**config.mk**
```make
export PLATFORM = sky130hd
export DESIGN_NAME = swbuck_config_regs
export DESIGN_NICKNAME = d
export VERILOG_FILES = /design/src/rtl/swbuck_pkg.sv /design/src/rtl/swbuck_config_regs.sv /design/src/rtl/swbuck_switch_ctrl.sv
export SDC_FILE = /design/constraint.sdc
export NUM_CORES = 1
export LEC_CHECK = 0
export BUFFER_PORTS_ARGS = -buffer_cell sky130_fd_sc_hd__buf_2
export CORE_ASPECT_RATIO = 0.8
export CORE_MARGIN = 4
export CORE_UTILIZATION = 30
export CTS_BUF_LIST = sky130_fd_sc_hd__clkbuf_4 sky130_fd_sc_hd__clkbuf_8 sky130_fd_sc_hd__clkbuf_16
export DETAILED_ROUTE_END_ITERATION = 12
export PLACE_DENSITY = 0.55
export SLEW_MARGIN = 20
export SYNTH_ARGS = -nofsm -noshare
export SYNTH_HDL_FRONTEND = slang
export SYNTH_SLANG_ARGS = --single-unit
```
**constraint.sdc**
```tcl
create_clock -name CLK_SYS -period 2.3 [get_ports CLK_SYS]
set_clock_uncertainty 0.1 [all_clocks]
set_input_delay 0.23 -clock CLK_SYS [delete_from_list [all_inputs] [get_ports CLK_SYS]]
set_output_delay 0.23 -clock CLK_SYS [all_outputs]
set_load 0.01 [all_outputs]
```
**src/rtl/swbuck_pkg.sv**
```systemverilog
// constants for the load-switch and buck configuration register slice
// assumes an 8-bit register port driven by the serial-interface decoder
package swbuck_pkg;
  localparam logic [7:0] ADDR_LOAD_SWITCH_CONFIG = 8'h15;
  localparam logic [7:0] ADDR_BUCK_ONE_VOLTAGE   = 8'h16;
  localparam logic [7:0] ADDR_BUCK_TWO_VOLTAGE   = 8'h17;
  localparam logic [7:0] RST_LOAD_SWITCH_CONFIG  = 8'h00;
  localparam logic [7:0] RST_BUCK_VOLTAGE        = 8'h99;
  // writable bit masks; reserved bits read zero
  localparam logic [7:0] MASK_LOAD_SWITCH_CONFIG = 8'h3F;
  localparam logic [7:0] MASK_BUCK_VOLTAGE       = 8'hBF;
  localparam int         CUTOFF_LSB              = 3;
  localparam int         DISCHARGE_LSB           = 0;
  localparam int         SKIP_BIT                = 7;
  localparam int         CODE_LSB                = 0;
  localparam int         CODE_W                  = 6;
  localparam int         NUM_SWITCHES            = 3;
  // blanking time after a buck voltage write
  localparam int         CLK_HZ                  = 25000000;
  localparam int         BLANK_TIME_MS           = 5;
  localparam int         BLANK_CYCLES            = CLK_HZ / 1000 * BLANK_TIME_MS;
  localparam int         BLANK_W                 = 18;
  // read data at reset and for unmapped subaddresses
  localparam logic [7:0] RDATA_IDLE              = 8'h00;
  // power-fail pin level while no failure is present
  localparam logic       PF_IDLE_LEVEL           = 1'b1;
endpackage

```
**src/rtl/swbuck_config_regs.sv**
```systemverilog
// What this block does
// - cut-off bit forces switch off on power-fail
// - discharge bit discharges switch output while off
// - switch register resets zero, bits 7:6 read 0
// - writes accepted only while password unlocked
// - buck voltage write blanks monitoring 5 ms
// - bit 7 selects light-load pulse skipping
// - bit 6 reserved zero; reset value 0x99
// - buck one code six bits, reset 19h
// - buck two code same encoding, 19h
//
// register slice for load switches and two bucks
// assumes a decoded byte register port and an unlock level from elsewhere
// assumes the apply level comes from the apply logic at 0x1A
// assumes the power-fail pin is asynchronous to CLK_SYS
`timescale 1ns/1ps
module swbuck_config_regs
  import swbuck_pkg::*;
(
  // clock, reset, enable
  input  wire logic             CLK_SYS,
  input  wire logic             SYS_RST,
  input  wire logic             CLK_EN,
  // register port
  input  wire logic [7:0]       REG_ADDR,
  input  wire logic [7:0]       REG_WDATA,
  input  wire logic             REG_WR,
  input  wire logic             REG_RD,
  output logic      [7:0]       REG_RDATA,
  // password state and apply request
  input  wire logic             WRITE_UNLOCKED,
  input  wire logic             VOLTAGE_APPLY,
  // switches
  input  wire logic [2:0]       SWITCH_ENABLE,
  input  wire logic             POWERFAIL_FLAG_LOW_N_PIN,
  output logic      [2:0]       SWITCH_ON,
  output logic      [2:0]       SWITCH_DISCHARGE,
  // buck controls
  output logic      [CODE_W-1:0] BUCK_ONE_TARGET,
  output logic      [CODE_W-1:0] BUCK_TWO_TARGET,
  output logic                  BUCK_ONE_SKIP,
  output logic                  BUCK_TWO_SKIP,
  output logic                  MONITOR_BLANK
);
  // stored register contents
  logic [7:0]         lsw_reg, lsw_next;
  logic [7:0]         b1_reg, b1_next;
  logic [7:0]         b2_reg, b2_next;
  // applied regulator targets
  logic [CODE_W-1:0]  t1_reg, t1_next, t2_reg, t2_next;
  // read data
  logic [7:0]         rd_reg, rd_next;
  // blanking counter and flag
  logic [BLANK_W-1:0] blk_reg, blk_next;
  logic               blank_reg, blank_next;
  // power-fail synchroniser
  logic [2:0]         pf_sync_reg, pf_sync_next;
  logic               pf_stable_reg, pf_stable_next;
  // accepted write strobes
  logic               wr_ok, wr_b1, wr_b2;

  // decode of accepted writes
  // locked writes vanish silently; nothing flags them to the host
  always_comb begin
    wr_ok = REG_WR & WRITE_UNLOCKED;
    wr_b1 = wr_ok & (REG_ADDR == ADDR_BUCK_ONE_VOLTAGE);
    wr_b2 = wr_ok & (REG_ADDR == ADDR_BUCK_TWO_VOLTAGE);
  end

  // register contents; reserved bits masked off
  // reserved positions are cleared on the way in, so reads return zero
  always_comb begin
    lsw_next = lsw_reg;
    b1_next  = b1_reg;
    b2_next  = b2_reg;
    if (wr_ok && REG_ADDR == ADDR_LOAD_SWITCH_CONFIG)
      lsw_next = REG_WDATA & MASK_LOAD_SWITCH_CONFIG;
    if (wr_b1)
      b1_next = REG_WDATA & MASK_BUCK_VOLTAGE;
    if (wr_b2)
      b2_next = REG_WDATA & MASK_BUCK_VOLTAGE;
  end

  // regulator targets follow stored codes only on apply
  // a code written in the apply cycle itself waits for the next apply
  // both targets move together on one apply level
  always_comb begin
    t1_next = t1_reg;
    t2_next = t2_reg;
    if (VOLTAGE_APPLY) begin
      t1_next = b1_reg[CODE_LSB +: CODE_W];
      t2_next = b2_reg[CODE_LSB +: CODE_W];
    end
  end

  // blanking counter restarts on every unlocked buck voltage write
  // the count runs on enabled cycles only, so a held clock enable
  // stretches the blanking interval in real time
  always_comb begin
    blk_next   = blk_reg;
    blank_next = blank_reg;
    if (wr_b1 || wr_b2) begin
      blk_next   = BLANK_W'(BLANK_CYCLES - 1);
      blank_next = 1'b1;
    end else if (blk_reg != '0) begin
      blk_next = blk_reg - 1'b1;
    end else begin
      blank_next = 1'b0;
    end
  end

  // read mux
  // a read and a write in one cycle return the old contents
  // unmapped subaddresses read as zero
  always_comb begin
    rd_next = rd_reg;
    if (REG_RD) begin
      case (REG_ADDR)
        ADDR_LOAD_SWITCH_CONFIG: rd_next = lsw_reg;
        ADDR_BUCK_ONE_VOLTAGE:   rd_next = b1_reg;
        ADDR_BUCK_TWO_VOLTAGE:   rd_next = b2_reg;
        default:                 rd_next = RDATA_IDLE;
      endcase
    end
  end

  // power-fail pin: three stages, change taken once two and three agree
  // the first stage may go metastable, so only the shift reads it
  always_comb begin
    pf_sync_next   = {pf_sync_reg[1:0], POWERFAIL_FLAG_LOW_N_PIN};
    pf_stable_next = pf_stable_reg;
    if (pf_sync_reg[1] == pf_sync_reg[2])
      pf_stable_next = pf_sync_reg[2];
  end

  // register contents; reset wins over the clock enable
  always_ff @(posedge CLK_SYS) begin
    if (SYS_RST) begin
      lsw_reg <= RST_LOAD_SWITCH_CONFIG;
      b1_reg  <= RST_BUCK_VOLTAGE;
      b2_reg  <= RST_BUCK_VOLTAGE;
    end else if (CLK_EN) begin
      lsw_reg <= lsw_next;
      b1_reg  <= b1_next;
      b2_reg  <= b2_next;
    end
  end

  // applied targets start from the reset code of the stored registers
  always_ff @(posedge CLK_SYS) begin
    if (SYS_RST) begin
      t1_reg <= RST_BUCK_VOLTAGE[CODE_LSB +: CODE_W];
      t2_reg <= RST_BUCK_VOLTAGE[CODE_LSB +: CODE_W];
    end else if (CLK_EN) begin
      t1_reg <= t1_next;
      t2_reg <= t2_next;
    end
  end

  // blanking counter and flag; reset ends any blanking in progress
  always_ff @(posedge CLK_SYS) begin
    if (SYS_RST) begin
      blk_reg   <= '0;
      blank_reg <= 1'b0;
    end else if (CLK_EN) begin
      blk_reg   <= blk_next;
      blank_reg <= blank_next;
    end
  end

  // read data register; holds until the next read strobe
  always_ff @(posedge CLK_SYS) begin
    if (SYS_RST) begin
      rd_reg <= RDATA_IDLE;
    end else if (CLK_EN) begin
      rd_reg <= rd_next;
    end
  end

  // synchroniser starts at the no-fail level, so reset shows no false trip
  always_ff @(posedge CLK_SYS) begin
    if (SYS_RST) begin
      pf_sync_reg   <= {3{PF_IDLE_LEVEL}};
      pf_stable_reg <= PF_IDLE_LEVEL;
    end else if (CLK_EN) begin
      pf_sync_reg   <= pf_sync_next;
      pf_stable_reg <= pf_stable_next;
    end
  end

  // one controller per load switch
  // each controller registers its outputs, so a cut-off lands one
  // cycle after the synchronised flag drops, four to five cycles
  // after the pin itself
  genvar g;
  generate
    for (g = 0; g < NUM_SWITCHES; g++) begin : g_sw
      swbuck_switch_ctrl u_sw (
        .clk                (CLK_SYS),
        .rst                (SYS_RST),
        .ce                 (CLK_EN),
        .switch_enable      (SWITCH_ENABLE[g]),
        .powerfail_cutoff   (lsw_reg[CUTOFF_LSB + g]),
        .discharge_enable   (lsw_reg[DISCHARGE_LSB + g]),
        .powerfail_flag_low (pf_stable_reg),
        .switch_on          (SWITCH_ON[g]),
        .discharge_on       (SWITCH_DISCHARGE[g])
      );
    end
  endgenerate

  // outputs straight from flip-flops
  // skip bits reach the converters without waiting for apply
  assign REG_RDATA       = rd_reg;
  assign BUCK_ONE_TARGET = t1_reg;
  assign BUCK_TWO_TARGET = t2_reg;
  assign BUCK_ONE_SKIP   = b1_reg[SKIP_BIT];
  assign BUCK_TWO_SKIP   = b2_reg[SKIP_BIT];
  assign MONITOR_BLANK   = blank_reg;
endmodule

```
**src/rtl/swbuck_switch_ctrl.sv**
```systemverilog
// one load switch: gates its enable by power-fail and drives discharge
// assumes the power-fail flag is already synchronised to CLK_SYS
`timescale 1ns/1ps
module swbuck_switch_ctrl (
  // clocking
  input  wire logic clk,
  input  wire logic rst,
  input  wire logic ce,
  // controls
  input  wire logic switch_enable,
  input  wire logic powerfail_cutoff,
  input  wire logic discharge_enable,
  input  wire logic powerfail_flag_low,
  // outputs
  output logic      switch_on,
  output logic      discharge_on
);
  logic on_reg, on_next, dis_reg, dis_next;

  // switch forced off while power-fail is low and cut-off is set
  always_comb begin
    on_next  = switch_enable & ~(powerfail_cutoff & ~powerfail_flag_low);
    dis_next = discharge_enable & ~on_next;
  end

  // register both outputs
  always_ff @(posedge clk) begin
    if (rst) begin
      on_reg  <= 1'b0;
      dis_reg <= 1'b0;
    end else if (ce) begin
      on_reg  <= on_next;
      dis_reg <= dis_next;
    end
  end

  assign switch_on    = on_reg;
  assign discharge_on = dis_reg;
endmodule

```
==> impl_metrics.py <==
metrics = {
    "synthesis": {
        "synthAdderAreaFrac": 0.004042,
        "ys_types": 52,
        "synth_cells": 350,
        "synth_seq_cells": 68,
        "synth_xor_area_frac": 0.03112,
        "synthMuxAreaShare": 0.05538,
        "syn_area_um2": 3095,
        "synth-simple-area-share": 0.2619,
        "avgSynthCellArea_um2": 8.844,
        "synth_nets": 378,
        "yosysSeqAreaShare": 0.4398,
        "ys_warn_count": 0,
        "synth_top_family_by_area": "simple AND/OR/NAND/NOR gates",
        "synth_compound_area_frac": 0.1568,
    },
    "routing": {
        "wl_per_cell_um": 13.68,
        "drt_iter0_drc": 135,
        "drc_errors": 0,
        "dr.pass1.iters": 4,
        "via_count": 2577,
        "viasPerCell": 4.781,
        "postRouteAntennaNets": 0,
        "wl_um": 7374,
    },
    "clock_network": {
        "h-tree-depth": 3,
        "numCtsBuffers": 9,
        "clk_latency_ns": 0.33,
        "cts_resized": 0,
        "postCtsHoldBufs": 0,
        "cts-root-buf": "clkbuf_16",
        "cts_setup_buffers": 0,
        "cts.clk_slew.worst_paths_ns": 0.06,
        "clock_path_buffers": 2,
        "cts.sinks": 68,
        "cts_tree": "done",
    },
    "global_routing": {
        "antenna_found_initial": 0,
        "grt_usage": 0.1293,
        "overflow": 0,
        "grt_start_max_net_pins": 30,
        "grt_pass1_vias": 2472,
        "grt_pass1_wl_um": 12280,
    },
    "min_path": {
        "hold_path_class": "primary input to flop",
        "hold_path_depth": 2,
    },
    "worst_setup_path": {
        "path_delay_family": "compound AO/OA/AOI/OAI gates",
        "crit_type": "flop to flop",
        "crit_arrival_ns": 2.12,
        "cp_slowest_cell": "o311ai_4",
        "crit_fanout": 8,
        "cp-start-kind": "flop",
        "slowest_delay_ns": 0.47,
        "cp.required_ns": 2.46,
        "rr_worst_depth": 5,
        "path_cells": "nor4_2 -> nand3_2 -> o311ai_4 -> o21ai_0 -> a21oi_1",
        "crit_cells": 5,
        "crit_buf_inv": 0,
        "setup.worst_path.end_class": "flop",
    },
    "timing": {
        "min_period_ns": 1.966,
        "whs_ns": 0.02351,
        "rsz0062_at_grt": "false",
        "hold_violations": 0,
        "finalCritPeriodShare": 0.8548,
        "timing.setup.tns_ns": 0,
        "maxSlewViolCount": 0,
        "fmax_mhz": 508.6,
        "report.final.setup_viol": 0,
    },
    "cells_and_area": {
        "drive_above_1_share": 0.2283,
        "nets": 426,
        "area_delta_synth_final_pct": 20.78,
        "instances_no_fill": 539,
        "final_area_um2": 3739,
        "largest_register_ffs": 18,
        "diodes": 0,
    },
    "power": {
        "p_per_area_nw_per_um2": 1104,
        "ir_worst_vdd_mv": 0.3681,
        "p_leak_nw": 1.511,
    },
    "placed_design": {
        "place_congestion": 0.7940,
        "hpwl_um": 5463,
        "dpl_cell_area_um2": 3460,
        "numPortBuffers": 53,
        "place_inst": 523,
    },
    "flow_run": {
        "max_cap_violations": 0,
    },
    "die": {
        "row_count": 32,
        "initial_core_util": 0.3143,
        "dieWidth_um": 121.6,
        "core-area_um2": 9849,
        "dieArea_um2": 12020,
        "die_height_um": 98.86,
        "io_pins": 56,
    },
    "status": {
        "outcome": "completed",
    },
}
cells in the final DEF (no fill, tap or decap), types with 3 or more instances in the layout:
cell / n
nand3b_1: 11
and2_1: 3
nand3_1: 7
nor4_1: 3
nor2b_1: 8
o211ai_1: 5
xnor2_1: 5
o31ai_1: 3
buf_4: 8
nand2_1: 50
inv_1: 6
dfxtp_1: 68
nor3_1: 4
a21oi_1: 32
buf_2: 53
nand2b_1: 7
xor2_1: 6
o21ai_0: 13
clkbuf_16: 9
a22oi_1: 6
nor2_1: 27
or3_1: 6
a211o_1: 7
mux2i_1: 16
path summary, 6_finish.rpt:
check | startpoint | endpoint | slack [ns]
hold / removal | POWERFAIL_FLAG_LOW_N_PIN | pf_sync_reg[0] | 0.02
setup reg to reg | blk_reg[8] | blk_reg[17] | 0.33
setup / recovery | blk_reg[8] | blk_reg[17] | 0.33
hold reg to reg | BUCK_ONE_TARGET[1] | BUCK_ONE_TARGET[1] | 0.35
power by group:
part	leakage (nW)	switching, W	internal (W)
Clock	0.135	0.000483	0.000778
Sequential	0.553	0.000169	0.00132
Combinational	0.823	0.000787	0.000589
Total	1.51	0.00144	0.00269
cells in the mapped netlist (all sizes together):
master / number / area [um^2]
o311ai: 1 / 26.28
a31oi: 2 / 12.51
o31ai: 3 / 22.52
o2111ai: 1 / 8.760
or2b: 1 / 8.760
nor3: 7 / 62.56
clkbuf: 15 / 66.31
nor2: 28 / 112.6
conb: 1 / 3.750
or3b: 1 / 11.26
nand3b: 11 / 82.58
o21a: 1 / 7.510
nand4b: 2 / 17.52
or2: 1 / 6.260
a21oi: 32 / 160.2
a211o: 7 / 61.31
o211ai: 5 / 37.54
nand2b: 7 / 43.79
xor2: 6 / 52.55
inv: 6 / 22.52
o21ai: 14 / 70.06
mux2: 1 / 11.26
buf: 9 / 65.06
dfxtp: 68 / 1361
nor2b: 8 / 50.05
o41ai: 1 / 8.760
xnor2: 5 / 43.79
and2: 3 / 18.77
a22oi: 6 / 45.04
and4b: 1 / 10.01
mux2i: 16 / 160.2
nand2: 50 / 187.7
or4: 2 / 18.77
o21bai: 1 / 7.510
nand4bb: 1 / 11.26
or3: 7 / 48.80
nand4: 2 / 12.51
ha: 1 / 12.51
nor4: 5 / 52.55
a311oi: 2 / 17.52
nand3: 9 / 55.05
final cells by class:
type	instances	area (um^2)
fillers	1031	6111
multi-input cells	252	1580
flip-flops and latches	68	1361
repair buffers	61	325.3
clock buffers	12	254.0
well taps	136	170.2
clock inverters	4	25.02
inverters	6	22.52
metal layers:
metal	GRT usage	wire [um]	vias to the layer above
li1	-	-	1316
met1	0.1776	3749	1201
met2	0.1877	3117	52
met3	0.04647	406	8
met4	0.04307	100	0
met5	0	0	-
per-stage QoR:
step                      power, W    util  setup slack (ns)
after detailed placement  0.002879  0.3512            0.2385
after floorplan           0.002569       -            0.5000
after global placement    0.002860  0.3512            0.2617
after CTS                 0.004159  0.3796            0.3287
after global routing      0.004368  0.3796            0.1743
final                     0.004127  0.3796            0.3339
logic make-up (layout without fill, tap and decap cells):
kind of cell | count (synthesis) | after routing
flops | 68 | 68
compound gates | 76 | 76
simple gates | 146 | 146
buf+inv | 30 | 83
xor+xnor | 11 | 11
mux | 17 | 17
other cells | 1 | 1
fa+ha+maj | 1 | 1
Note: power is estimated with default switching activity, not from simulation.
